### config.mk
export PLATFORM = sky130hd
export DESIGN_NAME = epi_top
export DESIGN_NICKNAME = d
export VERILOG_FILES = /design/src/rtl/epi_pkg.sv /design/src/rtl/epi_top.sv /design/src/rtl/epi_sync.sv /design/src/rtl/epi_bank.sv
export SDC_FILE = /design/constraint.sdc
export NUM_CORES = 1
export LEC_CHECK = 0
export ABC_AREA = 1
export BUFFER_PORTS_ARGS = -buffer_cell sky130_fd_sc_hd__buf_2
export CORE_UTILIZATION = 36
export CTS_CLUSTER_SIZE = 25
export DETAILED_ROUTE_END_ITERATION = 6
export PLACE_DENSITY = 0.59
export SETUP_SLACK_MARGIN = 0.15
export SYNTH_ARGS = -nofsm -noshare
export SYNTH_HDL_FRONTEND = slang
export SYNTH_HIERARCHICAL = 1
export SYNTH_SLANG_ARGS = --single-unit
### constraint.sdc
create_clock -name aclk -period 3.5 [get_ports aclk]
set_input_delay 0.7 -clock aclk [delete_from_list [all_inputs] [get_ports aclk]]
set_output_delay 0.7 -clock aclk [all_outputs]
set_load 0.01 [all_outputs]
### src/rtl/epi_pkg.sv
package epi_pkg;

	localparam int ADDR_W = 8;
	localparam int NUM_SRC = 4;

	// Register byte offsets
	localparam logic [ADDR_W-1:0] OFS_SENSE = 8'h00;
	localparam logic [ADDR_W-1:0] OFS_ENABLE = 8'h04;
	localparam logic [ADDR_W-1:0] OFS_FLAGS = 8'h08;
	localparam logic [ADDR_W-1:0] OFS_CLEAR = 8'h0C;
	localparam logic [ADDR_W-1:0] OFS_LOWER_MASK = 8'h10;
	localparam logic [ADDR_W-1:0] OFS_UPPER_MASK = 8'h14;
	localparam logic [ADDR_W-1:0] OFS_PIN_STATE = 8'h18;
	localparam logic [ADDR_W-1:0] OFS_VECTOR = 8'h1C;

	// Reset values
	localparam logic [3:0] RST_SENSE = 4'h0;
	localparam logic [3:0] RST_ENABLE = 4'h0;
	localparam logic [3:0] RST_FLAGS = 4'h0;
	localparam logic [7:0] RST_MASK = 8'h00;

	// Bit positions of the source layout (flags, enable, clear)
	localparam int SRC_PIN0 = 0;
	localparam int SRC_PIN1 = 1;
	localparam int SRC_LOWER = 2;
	localparam int SRC_UPPER = 3;

	// Sense control field width and used width of the sense register
	localparam int SENSE_FLD_W = 2;
	localparam int SENSE_USED_W = 4;

	// Sense codes
	localparam logic [1:0] SENSE_LOW = 2'h0;
	localparam logic [1:0] SENSE_ANY = 2'h1;
	localparam logic [1:0] SENSE_FALL = 2'h2;
	localparam logic [1:0] SENSE_RISE = 2'h3;

	// Program word addresses of the handlers
	localparam logic [15:0] VEC_RESET = 16'h0000;
	localparam logic [15:0] VEC_PIN0 = 16'h0002;
	localparam logic [15:0] VEC_PIN1 = 16'h0004;
	localparam logic [15:0] VEC_LOWER = 16'h0006;
	localparam logic [15:0] VEC_UPPER = 16'h0008;

	localparam logic [1:0] RESP_OKAY = 2'h0;
	localparam logic [1:0] RESP_SLVERR = 2'h2;

endpackage

### src/rtl/epi_top.sv
// Decided for this implementation: the register addresses and the AXI4-Lite interface to the registers.
`timescale 1ns/1ps
`default_nettype none
module epi_top #(
	parameter int BANK_W = 8
) (
	input wire logic aclk,
	input wire logic aresetn,
	input wire logic [epi_pkg::ADDR_W-1:0] s_axi_awaddr,
	input wire logic s_axi_awvalid,
	output logic s_axi_awready,
	input wire logic [31:0] s_axi_wdata,
	input wire logic [3:0] s_axi_wstrb,
	input wire logic s_axi_wvalid,
	output logic s_axi_wready,
	output logic [1:0] s_axi_bresp,
	output logic s_axi_bvalid,
	input wire logic s_axi_bready,
	input wire logic [epi_pkg::ADDR_W-1:0] s_axi_araddr,
	input wire logic s_axi_arvalid,
	output logic s_axi_arready,
	output logic [31:0] s_axi_rdata,
	output logic [1:0] s_axi_rresp,
	output logic s_axi_rvalid,
	input wire logic s_axi_rready,
	input wire logic [1:0] dedicated_irq_pins,
	input wire logic [2*BANK_W-1:0] pin_change_inputs,
	input wire logic core_global_ie,
	input wire logic core_handler_ack,
	output logic irq,
	output logic [15:0] irq_vector,
	output logic wake_req
);
	import epi_pkg::*;

	typedef struct packed {
		logic aw_have;
		logic [ADDR_W-1:0] awaddr;
		logic w_have;
		logic [7:0] wdata;
		logic wlane0;
		logic bvalid;
		logic [1:0] bresp;
		logic rvalid;
		logic [31:0] rdata;
		logic [1:0] rresp;
		logic [SENSE_USED_W-1:0] sense;
		logic [NUM_SRC-1:0] enable;
		logic [NUM_SRC-1:0] flags;
		logic [BANK_W-1:0] lower_change_mask;
		logic [BANK_W-1:0] upper_change_mask;
		logic [1:0] ded_prev;
		logic irq;
		logic [15:0] vector;
	} epi_state_s;

	epi_state_s st_reg;
	epi_state_s st_next;

	logic [1:0] ded_sync;
	logic [2*BANK_W-1:0] pc_sync;
	logic lower_evt;
	logic upper_evt;
	logic lower_async;
	logic upper_async;

	// pad inputs are sampled whatever the pin direction
	epi_sync #(.W(2)) u_ded_sync (
		.aclk(aclk),
		.aresetn(aresetn),
		.pins_async(dedicated_irq_pins),
		.pins_sync(ded_sync)
	);

	epi_sync #(.W(2*BANK_W)) u_pc_sync (
		.aclk(aclk),
		.aresetn(aresetn),
		.pins_async(pin_change_inputs),
		.pins_sync(pc_sync)
	);

	epi_bank #(.W(BANK_W)) u_lower (
		.aclk(aclk),
		.aresetn(aresetn),
		.lines_sync(pc_sync[BANK_W-1:0]),
		.lines_async(pin_change_inputs[BANK_W-1:0]),
		.mask(st_reg.lower_change_mask),
		.change_event(lower_evt),
		.change_async(lower_async)
	);

	epi_bank #(.W(BANK_W)) u_upper (
		.aclk(aclk),
		.aresetn(aresetn),
		.lines_sync(pc_sync[2*BANK_W-1:BANK_W]),
		.lines_async(pin_change_inputs[2*BANK_W-1:BANK_W]),
		.mask(st_reg.upper_change_mask),
		.change_event(upper_evt),
		.change_async(upper_async)
	);

	function automatic logic [1:0] sense_of(
		input logic [SENSE_USED_W-1:0] s,
		input int idx
	);
		sense_of = s[idx*SENSE_FLD_W +: SENSE_FLD_W];
	endfunction

	function automatic logic [31:0] read_mux(
		input epi_state_s s,
		input logic [ADDR_W-1:0] a,
		input logic [1:0] ds,
		input logic [2*BANK_W-1:0] ps
	);
		read_mux = 32'h0000_0000;
		case (a)
			OFS_SENSE: read_mux[SENSE_USED_W-1:0] = s.sense;
			OFS_ENABLE: read_mux[NUM_SRC-1:0] = s.enable;
			OFS_FLAGS: read_mux[NUM_SRC-1:0] = s.flags;
			OFS_LOWER_MASK: read_mux[BANK_W-1:0] = s.lower_change_mask;
			OFS_UPPER_MASK: read_mux[BANK_W-1:0] = s.upper_change_mask;
			OFS_PIN_STATE: begin
				read_mux[2*BANK_W-1:0] = ps;
				read_mux[2*BANK_W +: 2] = ds;
			end
			OFS_VECTOR: read_mux[15:0] = s.vector;
			default: read_mux = 32'h0000_0000;
		endcase
	endfunction

	function automatic logic mapped(input logic [ADDR_W-1:0] a);
		case (a)
			OFS_SENSE, OFS_ENABLE, OFS_FLAGS, OFS_CLEAR,
			OFS_LOWER_MASK, OFS_UPPER_MASK, OFS_PIN_STATE,
			OFS_VECTOR: mapped = 1'b1;
			default: mapped = 1'b0;
		endcase
	endfunction

	logic [1:0] level_req;
	logic [1:0] level_mode;
	logic [1:0] ded_set;
	logic [NUM_SRC-1:0] src_set;
	logic [NUM_SRC-1:0] src_clr;
	logic [NUM_SRC-1:0] pend;
	logic [NUM_SRC-1:0] pend_first;
	logic [1:0] code;
	logic do_write;
	logic was_rise;
	logic was_fall;

	always_comb begin
		st_next = st_reg;
		level_req = 2'b00;
		level_mode = 2'b00;
		ded_set = 2'b00;
		src_clr = '0;
		pend_first = '0;
		code = SENSE_LOW;
		was_rise = 1'b0;
		was_fall = 1'b0;

		// edges seen only by the clocked sampled path
		st_next.ded_prev = ded_sync;
		for (int i = 0; i < 2; i++) begin
			code = sense_of(st_reg.sense, i);
			was_rise = ~st_reg.ded_prev[i] & ded_sync[i];
			was_fall = st_reg.ded_prev[i] & ~ded_sync[i];
			case (code)
				SENSE_LOW: begin
					level_mode[i] = 1'b1;
					level_req[i] = ~ded_sync[i];
				end
				SENSE_ANY: ded_set[i] = was_rise | was_fall;
				SENSE_FALL: ded_set[i] = was_fall;
				SENSE_RISE: ded_set[i] = was_rise;
				default: ded_set[i] = 1'b0;
			endcase
		end
		// bank events already gated by the masks
		src_set = {upper_evt, lower_evt, ded_set};

		// own enable, then global enable below
		pend = st_reg.enable & (st_reg.flags | {2'b00, level_req});
		for (int i = NUM_SRC - 1; i >= 0; i--) begin
			if (pend[i]) begin
				pend_first = '0;
				pend_first[i] = 1'b1;
			end
		end

		// AXI write channels, taken in either order
		do_write = st_reg.aw_have & st_reg.w_have & ~st_reg.bvalid;
		if (s_axi_awvalid && s_axi_awready) begin
			st_next.aw_have = 1'b1;
			st_next.awaddr = s_axi_awaddr;
		end
		if (s_axi_wvalid && s_axi_wready) begin
			st_next.w_have = 1'b1;
			st_next.wdata = s_axi_wdata[7:0];
			st_next.wlane0 = s_axi_wstrb[0];
		end
		if (st_reg.bvalid && s_axi_bready) begin
			st_next.bvalid = 1'b0;
		end
		if (do_write) begin
			st_next.aw_have = 1'b0;
			st_next.w_have = 1'b0;
			st_next.bvalid = 1'b1;
			st_next.bresp = mapped(st_reg.awaddr) ? RESP_OKAY : RESP_SLVERR;
			if (st_reg.wlane0) begin
				case (st_reg.awaddr)
					OFS_SENSE: st_next.sense = st_reg.wdata[SENSE_USED_W-1:0];
					OFS_ENABLE: st_next.enable = st_reg.wdata[NUM_SRC-1:0];
					OFS_CLEAR: src_clr = st_reg.wdata[NUM_SRC-1:0];
					OFS_LOWER_MASK: st_next.lower_change_mask = st_reg.wdata;
					OFS_UPPER_MASK: st_next.upper_change_mask = st_reg.wdata;
					default: src_clr = '0;
				endcase
			end
		end

		// handler entry clears the vectored flag
		if (core_handler_ack) begin
			src_clr = src_clr | pend_first;
		end
		st_next.flags = (st_reg.flags & ~src_clr) | src_set;
		// level mode keeps the dedicated flag clear
		st_next.flags[1:0] = st_next.flags[1:0] & ~level_mode;

		st_next.irq = core_global_ie & (|pend);
		// vector of highest priority pending source
		case (pend_first)
			4'h1: st_next.vector = VEC_PIN0;
			4'h2: st_next.vector = VEC_PIN1;
			4'h4: st_next.vector = VEC_LOWER;
			4'h8: st_next.vector = VEC_UPPER;
			default: st_next.vector = VEC_RESET;
		endcase

		// AXI read channel
		if (st_reg.rvalid && s_axi_rready) begin
			st_next.rvalid = 1'b0;
		end
		if (s_axi_arvalid && s_axi_arready) begin
			st_next.rvalid = 1'b1;
			st_next.rdata = read_mux(st_reg, s_axi_araddr, ded_sync, pc_sync);
			st_next.rresp = mapped(s_axi_araddr) ? RESP_OKAY : RESP_SLVERR;
		end
	end

	always_ff @(posedge aclk) begin
		if (!aresetn) begin
			st_reg <= '0;
			st_reg.sense <= RST_SENSE;
			st_reg.enable <= RST_ENABLE;
			st_reg.flags <= RST_FLAGS;
			st_reg.lower_change_mask <= RST_MASK;
			st_reg.upper_change_mask <= RST_MASK;
			st_reg.vector <= VEC_RESET;
		end else begin
			st_reg <= st_next;
		end
	end

	logic [1:0] wake_level;
	always_comb begin
		wake_level = 2'b00;
		for (int i = 0; i < 2; i++) begin
			// raw pin low, no clock needed
			wake_level[i] = st_reg.enable[i] & ~dedicated_irq_pins[i] &
				(sense_of(st_reg.sense, i) == SENSE_LOW);
		end
	end

	// wake from raw dedicated pin low levels or raw bank pin changes against held values
	assign wake_req = (|wake_level) |
		(st_reg.enable[SRC_LOWER] & lower_async) |
		(st_reg.enable[SRC_UPPER] & upper_async);

	assign s_axi_awready = ~st_reg.aw_have & ~st_reg.bvalid;
	assign s_axi_wready = ~st_reg.w_have & ~st_reg.bvalid;
	assign s_axi_bvalid = st_reg.bvalid;
	assign s_axi_bresp = st_reg.bresp;
	assign s_axi_arready = ~st_reg.rvalid;
	assign s_axi_rvalid = st_reg.rvalid;
	assign s_axi_rdata = st_reg.rdata;
	assign s_axi_rresp = st_reg.rresp;
	assign irq = st_reg.irq;
	assign irq_vector = st_reg.vector;
endmodule
`default_nettype wire

### src/rtl/epi_sync.sv
`timescale 1ns/1ps
`default_nettype none
module epi_sync #(
	parameter int W = 2
) (
	input wire logic aclk,
	input wire logic aresetn,
	input wire logic [W-1:0] pins_async,
	output logic [W-1:0] pins_sync
);
	import epi_pkg::*;

	typedef struct packed {
		logic [W-1:0] ff1;
		logic [W-1:0] ff2;
		logic [W-1:0] ff3;
		logic [W-1:0] stable;
	} epi_sync_s;

	epi_sync_s sync_reg;
	epi_sync_s sync_next;

	always_comb begin
		sync_next = sync_reg;
		sync_next.ff1 = pins_async;
		sync_next.ff2 = sync_reg.ff1;
		sync_next.ff3 = sync_reg.ff2;
		// A bit moves only once the second and third stages agree
		for (int i = 0; i < W; i++) begin
			if (sync_reg.ff2[i] == sync_reg.ff3[i]) begin
				sync_next.stable[i] = sync_reg.ff3[i];
			end
		end
	end

	always_ff @(posedge aclk) begin
		if (!aresetn) begin
			sync_reg <= '0;
		end else begin
			sync_reg <= sync_next;
		end
	end

	assign pins_sync = sync_reg.stable;
endmodule
`default_nettype wire

### src/rtl/epi_bank.sv
`timescale 1ns/1ps
`default_nettype none
module epi_bank #(
	parameter int W = 8
) (
	input wire logic aclk,
	input wire logic aresetn,
	input wire logic [W-1:0] lines_sync,
	input wire logic [W-1:0] lines_async,
	input wire logic [W-1:0] mask,
	output logic change_event,
	output logic change_async
);
	import epi_pkg::*;

	typedef struct packed {
		logic [W-1:0] seen;
	} epi_bank_s;

	epi_bank_s bank_reg;
	epi_bank_s bank_next;

	always_comb begin
		bank_next = bank_reg;
		bank_next.seen = lines_sync;
	end

	always_ff @(posedge aclk) begin
		if (!aresetn) begin
			bank_reg <= '0;
		end else begin
			bank_reg <= bank_next;
		end
	end

	assign change_event = |(mask & (lines_sync ^ bank_reg.seen));
	assign change_async = |(mask & (lines_async ^ bank_reg.seen));
endmodule
`default_nettype wire

---- Word-level counts from Yosys, hierarchy flattened ----
Memories as Yosys holds them, arrays and structs flattened. A register that Yosys moved wholly into a read port is not among the register bits.
Cells that the tools add are included.
word-level totals
  bits in registers ....................... 178
  output and inout port bits .............. 59
  word-level logic and storage cells ...... 185
  input port bits ......................... 79
  memories ................................ 2
  memory bits (read-only) ................. 64
operators by class
  reductions and logical operators ........ 24
  bitwise operators ....................... 46
  muxes and demuxes ....................... 31
  equal/unequal tests ..................... 38
memories
  memory           words  bits a word  read ports  clocked after Yosys merged registers in  write ports  RTL line        source
  (no name shown)  32     1            1           1                                        0            epi_top.sv:132  case (a)
  (no name shown)  32     1            1           0                                        0            epi_top.sv:132
operators by type and width
  operator                                                                number
  8-bit by 5-bit equality test with 1-bit output (second input constant)  6
  35-bit two-way mux                                                      1
  8-bit AND                                                               4
  4-bit two-way mux                                                       8
  4-bit one-hot mux with 4 select lines                                   2
  8-bit OR reduction                                                      4
  8-bit bitwise XOR                                                       4
  4-bit one-hot mux with 7 select lines                                   1
  1-bit equality test                                                     18
  8-bit by 3-bit equality test with 1-bit output (second input constant)  2
  8-bit by 4-bit equality test with 1-bit output (second input constant)  2
  8-bit logical NOT                                                       2
  8-bit one-hot mux with 2 select lines                                   1
  1-bit AND                                                               15
  3-bit AND reduction                                                     4
  1-bit inverter                                                          11
  1-bit two-way mux                                                       10
  5-bit two-way mux                                                       2
  4-bit AND                                                               2
  2-bit equality test (second input constant)                             4
  4-bit OR                                                                2
  3-bit logical NOT                                                       2
  2-bit two-way mux                                                       3
  1-bit one-hot mux with 3 select lines                                   2
  16 further kinds                                                        27

---- Logic depth before layout (Yosys ltp) ----
Gate-level depths: netlist (run 1).
  word-level depth ........................ 14
  depth in mapped cells ................... 10
  mapped depth without buffers ............ 9

---- Modules after synthesis ----
Netlist (run 1), hierarchy kept.
by module, submodules not included
  module                  area each (um^2)  cells an instance  instances  seq. area each (um^2)
  epi_top                 3814.9            532                1          1521.5
  epi_sync at u_pc_sync   2137.0            231                1          1281.2
  epi_bank                568.0             111                2          160.2
  epi_sync at u_ded_sync  247.7             28                 1          160.2

---- Worst setup path after synthesis (run 1) ----
OpenSTA, ideal clock, no wires.
  kind .................................... in2out
  start point ............................. input pin_change_inputs[13]
  end point ............................... output wake_req
  arrival time ............................ 1224 ps
  stages .................................. 8
  required time ........................... 2800 ps
  slack ................................... 1576 ps
  buffers on the path ..................... 0
  cell sequence ........................... inv_1 > nand2_1 > nand3_1 > nand2_1 > nor2_1 > nand2_1 > nand2_1 > o2111ai_1
between the ends
  longest elaborated chain between the ends .. 5
RTL lines
  element             RTL line        source
  from (decl)         epi_top.sv:27   input wire logic [2*BANK_W-1:0] pin_change_inputs,
  8-bit bitwise XOR   epi_bank.sv:37  assign change_async = |(mask & (lines_async ^ bank_reg.seen));
  8-bit AND           epi_bank.sv:37
  8-bit OR reduction  epi_bank.sv:37
  via upper_async     epi_top.sv:65   logic upper_async;
  1-bit AND           epi_top.sv:279  (st_reg.enable[SRC_UPPER] & upper_async);
  1-bit OR            epi_top.sv:278  (st_reg.enable[SRC_LOWER] & lower_async) |
  to (decl)           epi_top.sv:32   output logic wake_req
The timed path passes the listed nets, and every way through them passes these cells.

---- Worst setup path after layout (run 1) ----
  start point ............................. input pin_change_inputs[8]
  end point ............................... output wake_req
Same word-level chain as after synthesis.

==> impl_metrics.json, run 1 <==
{
  "cts_tree": "built",
  "r2r-start": "s_axi_rvalid$_SDFFE_PN0P_",
  "largest_register_ffs": 47,
  "grt_overflow": 0,
  "hold_viol": 0,
  "layout_common_cells": "nand2_1 (239), inv_1 (171), dfxtp_1 (164)",
  "fin_crit_sh_pct": 67.40,
  "whs_endpoint": "u_pc_sync/sync_next[26]$_SDFF_PN0_",
  "drt_iter0_drc": 321,
  "post-place-ws_ps": 1139,
  "synth_cells": 1013,
  "synth_top_area_share_pct": 44.76,
  "finalWorstSetupSlack_ps": 1141,
  "layout-drive-gt1-share_pct": 14.91,
  "clock_sinks": 164,
  "critPathBufInv": 3,
  "crit_chain": "buf_2 > inv_1 > nand2_1 > nand3_1 > nand2_1 > nor2_1 > nand2_1 > nand2_1 > o2111ai_1 > buf_2",
  "diodes": 0,
  "slew_headroom_pct": 35.90,
  "post_cts_buffers": 0,
  "final_nets": 1130,
  "dp.cells": 1293,
  "cts_buffer_depth": 2,
  "yosys-top-cells-area": "dfxtp_1 (45%), nand2_1 (12%), inv_1 (8.7%)",
  "status": "completed",
  "cts_resized": 0,
  "grt_pass1_wl_mm": 25.16,
  "utilization_pct": 41.14,
  "rsz0062_at_grt": "no",
  "ys_ff_latch": 164,
  "min_path_cells": 2,
  "drv_slew": 0,
  "syn_area_um2": 7336,
  "grt_pass1_vias": 5074,
  "worstHoldPathType": "reg -> reg",
  "vias": 5744,
  "initial_utilization_pct": 37.20,
  "required_ps": 2800,
  "cp_max_fo": 3,
  "slowest_delay_ps": 160,
  "die_y_um": 144.8,
  "cts_buffers": 17,
  "drc": 0,
  "cp_top_family": "simple AND/OR/NAND/NOR gates",
  "place.port_buffers": 81,
  "drv_cap": 0,
  "area_growth_pct": 10.57,
  "tns_ps": 0,
  "grt_usage_pct": 15.72,
  "via_per_inst": 4.335,
  "wl_mm": 15.41,
  "dieWidth_um": 144.8,
  "slowest_stage": "buf_2",
  "fin_crit_ps": 2359,
  "clkLatencyLatePin_ps": 430,
  "worstHoldStart": "u_pc_sync/sync_next[42]$_SDFF_PN0_",
  "whs_ps": 412.2,
  "yosys.area.top_type": "dfxtp_1",
  "antenna_left": 0,
  "dp_hpwl_mm": 11.00,
  "rows": 51,
  "p_leak_nw": 4.020,
  "h-tree-depth": 4,
  "finalSetupViolations": 0,
  "final_common_cell": "nand2_1",
  "holdBufCountCts": 0,
  "reg2reg_to": "s_axi_rresp[1]$_SDFFE_PN0P_",
  "antenna_found_initial": 0,
  "critPathArrivalTime_ps": 1660,
  "core-area_um2": 19720,
  "cts-root-buf": "clkbuf_16",
  "peakVddDrop_mv": 0.3476,
  "worstMarginPinSlew_ps": 960.5,
  "globalplace.congestion": 0.7848,
  "synth.yosys.seq_area_share_pct": 44.76,
  "path_clk_slew_ps": 60,
  "p_per_area_nw_per_um2": 512.2,
  "clock_skew_ps": 15.48,
  "wl_per_cell_um": 11.63,
  "die_area_um2": 20950,
  "crit_top_cell": "nand2_1",
  "startpoint_type": "input pin",
  "avgSynthCellArea_um2": 7.242,
  "fmax_mhz": 423.9,
  "reg2reg_depth": 5,
  "ff2ff_setup_slack_ps": 1790,
  "yosysUniqueCellTypes": 35,
  "path_class": "in -> out",
  "drt_first_pass_iters": 7,
  "ys.warnings.count": 6,
  "end_kind": "output pin",
  "grt_max_degree": 117,
  "instances_no_fill": 1325,
  "fill_cells": 2077,
  "io_pins": 138
}
## kinds of logic (layout without fill, tap and decap cells)
group	count (synthesis)	after routing	share of synthesized area, %
and+or+nand+nor	422	422	24.51
buffers and inverters	270	289	18.56
DFF	164	164	44.76
AOI/OAI and AO/OA	152	152	11.44
adders and majority gates	4	4	0.6823
other	1	29	0.05112
## tightest hold or removal path, stage by stage, from the launching register on
cell	delay (ps)
dfxtp_1	300
nand2_1	50
inv_1	40
## cell type report
cell class | count | area, um^2 | share of cell area, %
inverters | 175 | 661.9 | 8.160
multi-input cells | 607 | 2796 | 34.47
flip-flops and latches | 164 | 3283 | 40.48
clock buffers | 22 | 464.2 | 5.723
well taps | 265 | 331.6 | 4.088
clock inverters | 10 | 146.4 | 1.805
repair buffers | 82 | 427.9 | 5.275
## where the power goes
group | leakage [nW] | internal, mW | switching (mW)
clock | 0.295 | 1.17 | 0.764
sequential | 1.34 | 1.93 | 0.0388
combinational | 2.39 | 0.0833 | 0.173
total | 4.02 | 3.18 | 0.975
## worst max-delay path by stage
stage                                from        to  slack (ps)  cells past startpoint
finish               pin_change_inputs[8]  wake_req        1140                     10
global route         pin_change_inputs[0]  wake_req         990                     10
CTS                  pin_change_inputs[8]  wake_req        1100                     10
detailed placement   pin_change_inputs[8]  wake_req        1140                     10
global placement     pin_change_inputs[8]  wake_req        1140                     10
floorplan           pin_change_inputs[13]  wake_req        1580                      8
## metrics by stage
stage / area [um^2] / total power, mW
6_report: 8112 / 4.154
5_1_grt: 8112 / 4.326
4_1_cts: 8112 / 4.214
3_5_place_dp: 7501 / 2.266
3_3_place_gp: 7501 / 2.260
2_1_floorplan: 7441 / 2.213
## Yosys cell counts
master,instances
nand2_2,5
buf_12,1
o21ai_1,4
o21ai_0,60
nand4_1,4
o221ai_1,2
clkinv_4,1
buf_2,6
o2111ai_1,1
a41oi_1,1
nand2_1,239
a21oi_1,65
nor4_1,1
nor3_2,1
dfxtp_1,164
a31oi_1,1
buf_6,6
o21ai_2,12
inv_2,3
conb_1,1
nor3_1,2
nand4_2,1
a21oi_2,3
nand3_2,1
nor2_2,14
nand3_1,68
nor2_4,6
buf_1,1
clkbuf_1,8
buf_4,73
ha_1,4
inv_1,171
nor2_1,80
o22ai_1,1
o21a_1,2
## routing by layer
metal  track usage, %  vias up  wire [um]  part of all wire (%)
li1                 -     3095          -                     -
met1            21.42     2536       7766                    50
met2            24.24      102       6899                    45
met3            3.620       11        562                   3.6
met4            5.485        0        179                   1.2
met5                0        -          0                     0
Note: power is estimated with default switching activity, not from simulation.
==> inputs of run 2 (changes only) <==
==> constraint.sdc (replaced) <==
create_clock -name aclk -period 2.4 [get_ports aclk]
set_input_delay 0.48 -clock aclk [delete_from_list [all_inputs] [get_ports aclk]]
set_output_delay 0.48 -clock aclk [all_outputs]
set_load 0.01 [all_outputs]
==> impl_metrics.json, run 2 (synthesized netlist as in run 1, its figures left out) <==
{
  "grt_overflow": 0,
  "fmax_mhz": 475.9,
  "seq_area_um2": 3283,
  "grt_usage_pct": 15.42,
  "critPathArrivalTime_ps": 1620,
  "dp_hpwl_mm": 11.06,
  "antenna_found_initial": 0,
  "final_common_cell": "nand2_1",
  "die_y_um": 144.8,
  "drv_cap": 0,
  "post_cts_buffers": 0,
  "drv_slew": 0,
  "worstHoldPathType": "in -> reg",
  "initial_utilization_pct": 37.20,
  "clock_skew_ps": 6.982,
  "p_per_area_nw_per_um2": 748.0,
  "wl_per_cell_um": 11.53,
  "antenna_left": 0,
  "h-tree-depth": 4,
  "final_nets": 1134,
  "die_area_um2": 20950,
  "fill_cells": 2059,
  "drt_first_pass_iters": 5,
  "rsz0062_at_grt": "no",
  "path_class": "reg -> out",
  "min_path_cells": 3,
  "place.port_buffers": 81,
  "grt_max_degree": 65,
  "multi_input_area_um2": 2796,
  "status": "completed",
  "clock_sinks": 164,
  "cts-root-buf": "clkbuf_16",
  "cts_buffers": 17,
  "slowest_delay_ps": 320,
  "drt_iter0_drc": 392,
  "core-area_um2": 19720,
  "grt_pass1_wl_mm": 24.43,
  "postLayoutCellArea_um2": 8170,
  "cp_max_fo": 3,
  "area_growth_pct": 11.38,
  "drc": 0,
  "rows": 51,
  "worstMarginPinSlew_ps": 615.3,
  "utilization_pct": 41.44,
  "hold_viol": 0,
  "total_power_mw": 6.112,
  "grt_pass1_vias": 5034,
  "cts_resized": 0,
  "tns_ps": 0,
  "peakVddDrop_mv": 0.4378,
  "dpl_cell_area_um2": 7543,
  "path_clk_slew_ps": 60,
  "dieWidth_um": 144.8,
  "finalSetupViolations": 0,
  "end_kind": "output pin",
  "io_pins": 138,
  "crit_chain": "inv_1 > nand2_1 > nand3_1 > nand2_1 > nor2_1 > nand2_1 > nand2_1 > o2111ai_1 > buf_2",
  "cts_tree": "built",
  "cts_buffer_depth": 2,
  "via_per_inst": 4.349,
  "holdBufCountCts": 0,
  "slew_headroom_pct": 58.94,
  "vias": 5776,
  "required_ps": 1920,
  "largest_register_ffs": 47,
  "layout_common_cells": "nand2_1 (239), inv_1 (171), dfxtp_1 (164)",
  "reg2reg_depth": 6,
  "slowest_stage": "dfxtp_1",
  "diodes": 0,
  "fin_crit_sh_pct": 87.55,
  "globalplace.congestion": 0.7543,
  "p_leak_nw": 4.049,
  "layout-drive-gt1-share_pct": 15.43,
  "clkLatencyLatePin_ps": 430,
  "startpoint_type": "register",
  "crit_top_cell": "nand2_1",
  "fin_crit_ps": 2101,
  "wl_mm": 15.32
}
[run 2: area by class of cell]
| class | count | area share (%) |
|---|---|---|
| flip-flops and latches | 164 | 40.18 |
| repair buffers | 86 | 5.758 |
| clock inverters | 10 | 1.792 |
| clock buffers | 21 | 5.881 |
| inverters | 175 | 8.101 |
| well taps | 265 | 4.058 |
| multi-input cells | 607 | 34.23 |
[run 2: final timing paths]
| check | startpoint | end | slack [ps] |
|---|---|---|---|
| min reg2reg | u_pc_sync/sync_next[36]$_SDFF_PN0_ | u_pc_sync/sync_next[20]$_SDFF_PN0_ | 410 |
| max | u_upper/bank_reg[0]$_SDFF_PN0_ | wake_req | 300 |
| min | pin_change_inputs[9] | u_pc_sync/sync_next[41]$_SDFF_PN0_ | 260 |
| max reg2reg | s_axi_bvalid$_SDFFE_PN0P_ | st_reg[23]$_SDFFE_PN0P_ | 900 |
[run 2: metrics by stage]
| step | hold WS, ps | worst slack, ps | instances |
|---|---|---|---|
| 6_report | 261.7 | 298.9 | 1328 |
| 5_1_grt | 258.0 | 178.9 | 1328 |
| 4_1_cts | 244.0 | 240.2 | 1328 |
| 3_5_place_dp | 396.4 | 458.7 | 1297 |
| 3_3_place_gp | 391.9 | 465.6 | 1297 |
| 2_1_floorplan | 386.4 | 916.0 | 1041 |
[run 2: where the power goes]
group / internal (mW) / switching [mW]
combinational: 0.128 / 0.249
sequential: 2.81 / 0.0569
clock: 1.75 / 1.12
[run 2: metal layers]
layer  global-route usage (%)  wire length, um  share of wire, %
met4                    6.537              219               1.4
met1                    20.07             7636                50
met5                        0                0                 0
met3                    3.817              567               3.7
met2                    24.22             6891                45
[run 2: worst max-delay path, delay by kind of cell (launching register included)]
family,cells,cell delay (ps)
and+or+nand+nor,6,500
buffers and inverters,2,240
DFF,1,320
AOI/OAI and AO/OA,1,130
